--- src/include/sensor_timing_pkg.sv ---
// Purpose: shared constants and carriers for the sensor reset and frame strobe block
// Assumes: one clock at 250 MHz, register port with 8-bit address and 16-bit data
// Notes:   offsets are word indices on the plain register port
package sensor_timing_pkg;

    // register offsets
    localparam logic [7:0] CORE_RESET_OFFSET   = 8'h0d;
    localparam logic [7:0] STROBE_EDGE_OFFSET  = 8'h1f;
    localparam logic [7:0] ROW_WIDTH_OFFSET    = 8'h03;
    localparam logic [7:0] ACTIVE_ROWS_OFFSET  = 8'h04;
    localparam logic [7:0] HORZ_BLANK_OFFSET   = 8'h05;
    localparam logic [7:0] VERT_BLANK_OFFSET   = 8'h06;
    localparam logic [7:0] INTEG_ROWS_OFFSET   = 8'h09;
    localparam logic [7:0] FRAME_STATUS_OFFSET = 8'h0a;
    localparam logic [7:0] FRAME_COUNT_OFFSET  = 8'h0b;
    // window that the host must leave alone during standby
    localparam logic [7:0] STANDBY_GUARD_LO    = 8'hf7;
    localparam logic [7:0] STANDBY_GUARD_HI    = 8'hfd;

    // core reset register fields
    localparam int SOFT_RESET_BIT = 0;
    localparam int RESTART_BIT    = 1;
    localparam int STANDBY_BIT    = 2;

    // frame strobe edge register fields
    localparam int FALL_ENABLE_BIT = 15;
    localparam int FALL_ROWS_LSB   = 8;
    localparam int RISE_ENABLE_BIT = 7;
    localparam int RISE_ROWS_LSB   = 0;
    localparam int EDGE_ROWS_WIDTH = 7;

    // values after reset
    localparam logic [15:0] STROBE_EDGE_RESET = 16'h0000;
    localparam logic [15:0] ROW_WIDTH_RESET   = 16'h0040;
    localparam logic [15:0] ACTIVE_ROWS_RESET = 16'h0030;
    localparam logic [15:0] HORZ_BLANK_RESET  = 16'h0010;
    localparam logic [15:0] VERT_BLANK_RESET  = 16'h0008;
    localparam logic [15:0] INTEG_ROWS_RESET  = 16'h0004;

    // edge placement counts in pixel clocks
    localparam logic [31:0] DEFAULT_EDGE_CLOCKS = 32'h0000_0006;
    localparam logic [31:0] EDGE_CONSTANT       = 32'h0000_0003;

    typedef enum {
        ST_HALT,
        ST_STANDBY,
        ST_INTEGRATE,
        ST_LEAD,
        ST_ACTIVE,
        ST_TAIL,
        ST_VBLANK
    } frame_state_type;

    // one register port request
    typedef struct packed {
        logic [7:0]  addr;
        logic [15:0] wrData;
        logic        wr;
        logic        rd;
    } reg_req_type;

    // parallel pixel output
    typedef struct packed {
        logic       frameValid;
        logic       lineValid;
        logic [9:0] data;
    } pixel_out_type;

endpackage

--- src/hdl/sensor_frame_timing.sv ---
// Purpose: soft reset, restart, standby and frame strobe edge timing of the sensor core
// Assumes: register port strobes are one cycle; pixel data input is synchronous
// Notes:   frame timing counts in pixel clocks; outputs are registered
//
// Functional notes
// - standby bit one enters low-power state
// - restart truncates frame, resets from row zero
// - first frame waits one integration time
// - restart bit self-clears, always reads zero
// - soft reset truncates frame, idles outputs
// - soft reset defaults all other registers
// - default fall six clocks after last line
// - every active row still gets line strobe
// - default rise six clocks before first line
// - early rise lead rows, blank, three
module sensor_frame_timing (
    input  wire logic                            clock,
    input  wire logic                            rst,
    input  wire sensor_timing_pkg::reg_req_type   regReq,
    output logic [15:0]                          rdData,
    input  wire logic [9:0]                      pixelIn,
    output sensor_timing_pkg::pixel_out_type     pixelOut,
    output logic                                 standbyActive,
    output logic                                 coreInReset
);
    import sensor_timing_pkg::*;

    // register state
    logic [15:0]     strobeEdge_q;
    logic [15:0]     rowWidth_q;
    logic [15:0]     activeRows_q;
    logic [15:0]     horzBlank_q;
    logic [15:0]     vertBlank_q;
    logic [15:0]     integRows_q;
    logic            softReset_q;
    logic            standby_q;
    logic [15:0]     frameCount_q;
    logic [15:0]     rdData_q;

    // frame state
    frame_state_type state_q;
    frame_state_type state_d;
    logic [31:0]     cnt_q;
    logic [31:0]     cnt_d;
    logic [31:0]     remain_q;
    logic [31:0]     remain_d;
    logic [15:0]     row_q;
    logic [15:0]     row_d;
    logic [16:0]     col_q;
    logic [16:0]     col_d;
    pixel_out_type   pixel_q;
    pixel_out_type   pixel_d;

    // decoded strobes and derived timing
    logic            resetRegWrite;
    logic            restartPulse;
    logic [31:0]     rowTime;
    logic [31:0]     riseLead;
    logic [31:0]     fallLead;
    logic [31:0]     activeSpan;
    logic [31:0]     integTime;
    logic            lastRow;
    logic            fvEarlyLow;

    // zero counts would stall the sequencer, so treat them as one
    function automatic logic [31:0] atLeastOne(input logic [31:0] value);
        atLeastOne = (value == 32'h0000_0000) ? 32'h0000_0001 : value;
    endfunction

    // lead of an early edge: (1 + rows) row times
    function automatic logic [31:0] rowsLead(input logic [6:0]  rows,
                                             input logic [31:0] rowClocks);
        logic [31:0] widened;
        widened = {25'h0000000, rows} + 32'h0000_0001;
        rowsLead = 32'(widened * rowClocks);
    endfunction

    function automatic logic [15:0] widen1(input logic bitValue);
        widen1 = {15'h0000, bitValue};
    endfunction

    // register port decode
    assign resetRegWrite = regReq.wr && (regReq.addr == CORE_RESET_OFFSET);
    // write-one action
    // restart acts only on a one, and not while reset is being held
    assign restartPulse  = resetRegWrite && regReq.wrData[RESTART_BIT]
                           && !regReq.wrData[SOFT_RESET_BIT] && !softReset_q;

    // timing derived from the live configuration
    assign rowTime    = atLeastOne({16'h0000, rowWidth_q} + {16'h0000, horzBlank_q});
    assign activeSpan = 32'(32'(({16'h0000, atLeastOne({16'h0000, activeRows_q})} - 32'h1)
                        * rowTime) + atLeastOne({16'h0000, rowWidth_q}));
    assign integTime  = atLeastOne(32'({16'h0000, integRows_q} * rowTime));
    assign lastRow    = (row_q == 16'(atLeastOne({16'h0000, activeRows_q}) - 32'h1));

    assign riseLead = strobeEdge_q[RISE_ENABLE_BIT]
        ? 32'(rowsLead(strobeEdge_q[RISE_ROWS_LSB +: EDGE_ROWS_WIDTH], rowTime)
              + {16'h0000, horzBlank_q} + EDGE_CONSTANT)
        : DEFAULT_EDGE_CLOCKS;

    assign fallLead = strobeEdge_q[FALL_ENABLE_BIT]
        ? 32'(rowsLead(strobeEdge_q[FALL_ROWS_LSB +: EDGE_ROWS_WIDTH], rowTime)
              + EDGE_CONSTANT)
        : 32'h0000_0000;

    // early fall test
    // a lead longer than the span simply keeps the strobe low all through the rows
    assign fvEarlyLow = strobeEdge_q[FALL_ENABLE_BIT] && (remain_q <= fallLead);

    // reset register: soft reset and standby bits
    always_ff @(posedge clock or posedge rst) begin
        if (rst) begin
            softReset_q <= 1'b0;
            standby_q   <= 1'b0;
        end else begin
            if (resetRegWrite) begin
                softReset_q <= regReq.wrData[SOFT_RESET_BIT];
            end
            if (softReset_q || (resetRegWrite && regReq.wrData[SOFT_RESET_BIT])) begin
                standby_q <= 1'b0;
            end else if (resetRegWrite) begin
                standby_q <= regReq.wrData[STANDBY_BIT];
            end
        end
    end

    // configuration registers
    always_ff @(posedge clock or posedge rst) begin
        if (rst) begin
            strobeEdge_q <= STROBE_EDGE_RESET;
            rowWidth_q   <= ROW_WIDTH_RESET;
            activeRows_q <= ACTIVE_ROWS_RESET;
            horzBlank_q  <= HORZ_BLANK_RESET;
            vertBlank_q  <= VERT_BLANK_RESET;
            integRows_q  <= INTEG_ROWS_RESET;
        end else if (softReset_q) begin
            strobeEdge_q <= STROBE_EDGE_RESET;
            rowWidth_q   <= ROW_WIDTH_RESET;
            activeRows_q <= ACTIVE_ROWS_RESET;
            horzBlank_q  <= HORZ_BLANK_RESET;
            vertBlank_q  <= VERT_BLANK_RESET;
            integRows_q  <= INTEG_ROWS_RESET;
        end else if (regReq.wr) begin
            unique case (regReq.addr)
                STROBE_EDGE_OFFSET: strobeEdge_q <= regReq.wrData;
                // host keeps fall rows in range
                ROW_WIDTH_OFFSET:   rowWidth_q   <= regReq.wrData;
                ACTIVE_ROWS_OFFSET: activeRows_q <= regReq.wrData;
                HORZ_BLANK_OFFSET:  horzBlank_q  <= regReq.wrData;
                VERT_BLANK_OFFSET:  vertBlank_q  <= regReq.wrData;
                INTEG_ROWS_OFFSET:  integRows_q  <= regReq.wrData;
                default: ;
            endcase
        end
    end

    // completed frame counter, shown to software
    always_ff @(posedge clock or posedge rst) begin
        if (rst) begin
            frameCount_q <= 16'h0000;
        end else if (softReset_q) begin
            frameCount_q <= 16'h0000;
        end else if (state_q == ST_TAIL && state_d == ST_VBLANK) begin
            frameCount_q <= 16'(frameCount_q + 16'h0001);
        end
    end

    // read data, valid only in the cycle after the strobe
    always_ff @(posedge clock or posedge rst) begin
        if (rst) begin
            rdData_q <= 16'h0000;
        end else if (regReq.rd) begin
            unique case (regReq.addr)
                CORE_RESET_OFFSET:   rdData_q <= widen1(softReset_q)
                                             | (widen1(standby_q) << STANDBY_BIT);
                STROBE_EDGE_OFFSET:  rdData_q <= strobeEdge_q;
                ROW_WIDTH_OFFSET:    rdData_q <= rowWidth_q;
                ACTIVE_ROWS_OFFSET:  rdData_q <= activeRows_q;
                HORZ_BLANK_OFFSET:   rdData_q <= horzBlank_q;
                VERT_BLANK_OFFSET:   rdData_q <= vertBlank_q;
                INTEG_ROWS_OFFSET:   rdData_q <= integRows_q;
                FRAME_STATUS_OFFSET: rdData_q <= {row_q[11:0], pixel_q.frameValid,
                                                  pixel_q.lineValid, standby_q,
                                                  softReset_q};
                FRAME_COUNT_OFFSET:  rdData_q <= frameCount_q;
                // guard window unmapped here
                // unmapped addresses, the standby guard window among them, read zero
                default:             rdData_q <= 16'h0000;
            endcase
        end else begin
            rdData_q <= 16'h0000;
        end
    end

    // frame sequencer next state
    always_comb begin
        state_d  = state_q;
        cnt_d    = cnt_q;
        remain_d = remain_q;
        row_d    = row_q;
        col_d    = col_q;
        if (softReset_q) begin
            state_d  = ST_HALT;
            cnt_d    = 32'h0000_0000;
            remain_d = 32'h0000_0000;
            row_d    = 16'h0000;
            col_d    = 17'h00000;
        end else if (standby_q) begin
            state_d  = ST_STANDBY;
            cnt_d    = 32'h0000_0000;
            row_d    = 16'h0000;
            col_d    = 17'h00000;
        end else if (restartPulse || state_q == ST_HALT || state_q == ST_STANDBY) begin
            state_d  = ST_INTEGRATE;
            cnt_d    = integTime;
            row_d    = 16'h0000;
            col_d    = 17'h00000;
        end else begin
            unique case (state_q)
                ST_INTEGRATE: begin
                    if (cnt_q <= 32'h0000_0001) begin
                        state_d = ST_LEAD;
                        cnt_d   = atLeastOne(riseLead);
                    end else begin
                        cnt_d = cnt_q - 32'h0000_0001;
                    end
                end
                ST_LEAD: begin
                    if (cnt_q <= 32'h0000_0001) begin
                        state_d  = ST_ACTIVE;
                        remain_d = activeSpan;
                        row_d    = 16'h0000;
                        col_d    = 17'h00000;
                    end else begin
                        cnt_d = cnt_q - 32'h0000_0001;
                    end
                end
                ST_ACTIVE: begin
                    remain_d = remain_q - 32'h0000_0001;
                    if (lastRow && {15'h0000, col_q} == atLeastOne({16'h0000, rowWidth_q})
                                                        - 32'h0000_0001) begin
                        state_d = ST_TAIL;
                        cnt_d   = DEFAULT_EDGE_CLOCKS;
                    end else if ({15'h0000, col_q} == rowTime - 32'h0000_0001) begin
                        col_d = 17'h00000;
                        row_d = 16'(row_q + 16'h0001);
                    end else begin
                        col_d = 17'(col_q + 17'h00001);
                    end
                end
                ST_TAIL: begin
                    if (cnt_q <= 32'h0000_0001) begin
                        state_d = ST_VBLANK;
                        cnt_d   = atLeastOne({16'h0000, vertBlank_q});
                    end else begin
                        cnt_d = cnt_q - 32'h0000_0001;
                    end
                end
                ST_VBLANK: begin
                    if (cnt_q <= 32'h0000_0001) begin
                        state_d = ST_LEAD;
                        cnt_d   = atLeastOne(riseLead);
                    end else begin
                        cnt_d = cnt_q - 32'h0000_0001;
                    end
                end
                default: begin
                    state_d = ST_INTEGRATE;
                    cnt_d   = integTime;
                end
            endcase
        end
    end

    // pixel port next value, idle outside frames
    always_comb begin
        pixel_d = '0;
        unique case (state_q)
            ST_LEAD: begin
                pixel_d.frameValid = 1'b1;
            end
            ST_ACTIVE: begin
                pixel_d.frameValid = !fvEarlyLow;
                pixel_d.lineValid  = ({15'h0000, col_q} < {16'h0000, rowWidth_q});
                pixel_d.data       = pixel_d.lineValid ? pixelIn : 10'h000;
            end
            ST_TAIL: begin
                pixel_d.frameValid = !strobeEdge_q[FALL_ENABLE_BIT];
            end
            default: ;
        endcase
        if (softReset_q || standby_q) begin
            pixel_d = '0;
        end
    end

    // sequencer state
    always_ff @(posedge clock or posedge rst) begin
        if (rst) begin
            state_q  <= ST_HALT;
            cnt_q    <= 32'h0000_0000;
            remain_q <= 32'h0000_0000;
            row_q    <= 16'h0000;
            col_q    <= 17'h00000;
        end else begin
            state_q  <= state_d;
            cnt_q    <= cnt_d;
            remain_q <= remain_d;
            row_q    <= row_d;
            col_q    <= col_d;
        end
    end

    // registered pixel port; one cycle behind the sequencer for clean edges
    always_ff @(posedge clock or posedge rst) begin
        if (rst) begin
            pixel_q <= '0;
        end else begin
            pixel_q <= pixel_d;
        end
    end

    assign pixelOut      = pixel_q;
    assign rdData        = rdData_q;
    assign standbyActive = standby_q;
    assign coreInReset   = softReset_q;

endmodule

--- config.mk ---
export PLATFORM = sky130hd
export DESIGN_NAME = sensor_frame_timing
export DESIGN_NICKNAME = d
export VERILOG_FILES = /design/src/include/sensor_timing_pkg.sv /design/src/hdl/sensor_frame_timing.sv
export SDC_FILE = /design/constraint.sdc
export NUM_CORES = 2
export LEC_CHECK = 0
export BUFFER_PORTS_ARGS = -buffer_cell sky130_fd_sc_hd__buf_2
export CORE_MARGIN = 8
export CORE_UTILIZATION = 60
export CTS_CLUSTER_DIAMETER = 50
export DETAILED_ROUTE_END_ITERATION = 10
export GPL_TIMING_DRIVEN = 0
export PLACE_DENSITY = 0.8
export SYNTH_ARGS = -nofsm -noshare
export SYNTH_HDL_FRONTEND = slang
export SYNTH_SLANG_ARGS = --single-unit
--- constraint.sdc ---
create_clock -name clock -period 20 [get_ports clock]
set_input_delay 1 -clock clock [delete_from_list [all_inputs] [get_ports clock]]
set_output_delay 1 -clock clock [all_outputs]
set_load 0.03 [all_outputs]
==> out/summary.txt <==
HPWL reported at the end of detailed placement = 134000 µm
Buffer cell driving the clock tree root = sky130_fd_sc_hd__clkbuf_16
Sequential fraction of the synthesis area = 0.148
Sort of element at the end of the critical path = flip-flop
Count of pins over their slew limit = 0
Overall routed net length = 168000 µm
Capture point of the worst reg-to-reg path = cnt_q[23]
Final critical path time including I/O delays and setup = 13.66 ns
Setup repair after global routing missed its margin = false
Post-CTS setup repair buffer count = 0
Post-detailed-route DRC marker count = 0
Storage cell area = 6790 µm²
Core utilization of the finished layout = 0.646
H-Tree Level Count = 2
Max frequency = 73.2 MHz
Worst Max-Slew Pin Slew = 1.49 ns
Cell count of the worst reg-to-reg path = 35
Max-cap violations = 1
Filler instances = 6580
Length of the first detailed-routing pass in iterations = 6
Required time worst endpoint = 20.47 ns
Via count of the routed design = 42300
Post-synthesis area per instance = 8.26 µm²
Number of failing hold endpoints at the final stage = 0
PostCTS Resize Cnt = 0
Clock share of power = 0.231
Critical path class = reg2reg
Core Area = 75800 µm²
Number of rows in the core area = 101
Comb pwr share = 0.570
Number of synthesized flops with an enable pin = 0
Number of buffers created by CTS = 39
Setup slack, reg-to-reg = 6.34 ns
Yosys warning count = 0
Fraction of layout instances using a drive strength above 1 = 0.0460
Sw power = 1460 µW
Clock latency reported for the late side of the worst-skew pair = 0.58 ns
Clock skew = 0.0266 ns
Number of cells after detailed placement = 6624
Clock buffer depth = 3
Setup TNS = 0 ns
Chip Height = 292 µm
Number of top-level pins = 68
Share of power burned in registers = 0.199
Area added between synthesis and finish = 6.98%
Crit Reg-Reg Startpoint = rowWidth_q[0]
Tcrit/Tclk final = 0.683
Path type of the worst min-delay path = in2async
Finished Layout Cells = 6695
Failing checks = capacitance limit
Largest net degree at the start of global routing = 117
Global-route wire length before repair = 252000 µm
Pwr/cell area = 62.7 nW/µm²
Highest-delay cell along the critical path = sky130_fd_sc_hd__o31ai_1
Synthesized netlist cell count = 5544
Antenna Violating Nets Remaining = 0
Pleak = 0.0237 µW
Clock Pin Slew Worst Setup and Hold Paths = 0.06 ns
Die area = 85400 µm²
Startpoint types = flip-flop
Cell variety after synth = 99
Async set or reset register ratio after synthesis = 1.00
Antenna violations before repair = 9
Routed wire per std cell = 25.1 µm
Worst slew margin = 0.00352
Overall routing resource usage = 0.388
Combined area of all synthesized cells = 45800 µm²
Flop and latch count out of synthesis = 271
Initial Utilization = 0.604
Drt first-iter violations = 5338
Final weighted congestion in routability-driven placement = 1.05
TritonCTS clock tree = yes
Count of nets after finishing = 6738
Switching share of power = 0.475
Overflow left after global routing = 0
Vias per cell = 6.32
IR Drop Worst-Case VDD = 0.000107 V
Result of the run = finished with violations
Horizontal extent of the die = 292 µm
Worst setup path startpoint = rowWidth_q[0]
Number of buffer cells added on primary ports = 63
Quantity of hold-fixing buffers added after cts = 0
Slowest Stage Delay on Critical Path = 0.93 ns
Most instantiated flip-flop cell in the synthesis netlist = sky130_fd_sc_hd__dfrtp_1
Total area of multi-input combinational cells = 34800 µm²
CP arrival = 14.12 ns
Total clock sinks = 271
Cell seen most often among critical-path stages = sky130_fd_sc_hd__fa_1
Worst Setup EP = cnt_q[23]
Number of global-route vias before repair = 41949
Crit-path max FO = 10
Count of endpoints failing setup in the final report = 0
Internal portion of total power = 1610 µW
[per-stage QoR]
| step | hold WS, ns | setup slack [ns] | power [µW] | cell area [µm²] |
|---|---|---|---|---|
| 2_1_floorplan | 0.472 | 10.75 | 1730 | 45900 |
| 3_3_place_gp | 0.494 | 5.98 | 2280 | 47400 |
| 3_5_place_dp | 0.500 | 6.95 | 2300 | 47700 |
| 4_1_cts | 0.426 | 6.88 | 3030 | 49000 |
| 5_1_grt | 0.437 | 6.07 | 3240 | 49000 |
| 6_report | 0.418 | 6.34 | 3070 | 49000 |
[worst max-delay path, delay by kind of cell (launching register included)]
family                     cells  cell delay, ns
AOI/OAI and AO/OA             14            5.06
adders and majority gates      9            3.64
buffers and inverters          5            1.80
and+or+nand+nor                6            1.65
xor gates and xnor gates       1            0.85
DFF                            1            0.54
[cells in the final DEF (no fill, tap or decap), drive strengths merged, types with 46 or more instances in the layout]
cell | netlist | final
nand2b | 49 | 49
clkbuf | 274 | 321
fa | 646 | 646
inv | 851 | 860
a21oi | 295 | 295
nand3 | 90 | 90
nor3 | 87 | 87
and3 | 56 | 56
nand2 | 815 | 815
o21ai | 170 | 170
or3 | 49 | 49
a21o | 67 | 67
xor2 | 82 | 82
ha | 367 | 367
nor2 | 477 | 477
nor4 | 46 | 46
dfrtp | 265 | 265
and2 | 136 | 136
xnor2 | 146 | 146
buf | 38 | 112
[final cells by class]
cell class | instances | share of cell area
diodes | 1 | 0.0000511
repair buffers | 74 | 0.00914
clock buffers | 47 | 0.0218
well taps | 978 | 0.0250
clock inverters | 23 | 0.00523
inverters | 852 | 0.0654
flip-flops and latches | 271 | 0.139
plain buffers | 312 | 0.0247
multi-input cells | 4137 | 0.710
[Yosys cell counts (81+ instances only)]
cell type / instances / area share
sky130_fd_sc_hd__fa_1: 646 / 0.28
sky130_fd_sc_hd__xor2_1: 81 / 0.015
sky130_fd_sc_hd__inv_1: 850 / 0.070
sky130_fd_sc_hd__a21oi_1: 294 / 0.032
sky130_fd_sc_hd__xnor2_1: 146 / 0.028
sky130_fd_sc_hd__o21ai_0: 163 / 0.018
sky130_fd_sc_hd__nor2_1: 473 / 0.039
sky130_fd_sc_hd__clkbuf_1: 274 / 0.022
sky130_fd_sc_hd__nand3_1: 89 / 0.0097
sky130_fd_sc_hd__nand2_1: 815 / 0.067
sky130_fd_sc_hd__and2_1: 131 / 0.018
sky130_fd_sc_hd__dfrtp_1: 265 / 0.14
sky130_fd_sc_hd__nor3_1: 85 / 0.0093
sky130_fd_sc_hd__ha_1: 367 / 0.10
[power by group through the flow]
| stage | combinational, µW | sequential, µW | clock, µW |
|---|---|---|---|
| after floorplan | 1130 | 605 | 0 |
| after CTS | 1700 | 608 | 717 |
| final | 1750 | 611 | 711 |
| after global routing | 1880 | 613 | 742 |
| after global placement | 1660 | 617 | 0 |
| after detailed placement | 1690 | 618 | 0 |
[sequential cells by signal, summed over array words and instances (netlist names), 17 cells and up]
| name | cells |
|---|---|
| cnt_q | 32 |
| remain_q | 32 |
| state_q | 32 |
| col_q | 17 |
[routing by layer]
layer,global-route usage,part of all wire,vias to the layer above
li1,-,-,18123
met1,0.509,0.38,20604
met2,0.569,0.42,2943
met3,0.124,0.14,624
met4,0.211,0.067,6
met5,0,0.00024,-
[how the worst min path moves through the flow]
stage	end	slack [ns]	depth (start not counted)
5_1_grt	pixelOut[9]	0.44	2
3_5_place_dp	activeRows_q[5]	0.50	2
3_3_place_gp	activeRows_q[5]	0.49	2
6_report	pixelOut[9]	0.42	2
2_1_floorplan	cnt_q[15]	0.47	2
4_1_cts	col_q[10]	0.43	2
[cell families after synthesis]
group / Yosys count / share of synthesized area
compound gates: 859 / 0.121
simple gates: 1963 / 0.197
xor+xnor: 228 / 0.0438
other cells: 1 / 0.0000819
mux: 45 / 0.0107
flops: 271 / 0.148
buf+inv: 1164 / 0.0963
fa+ha+maj: 1013 / 0.383
Power figures use the tool's default switching activity.
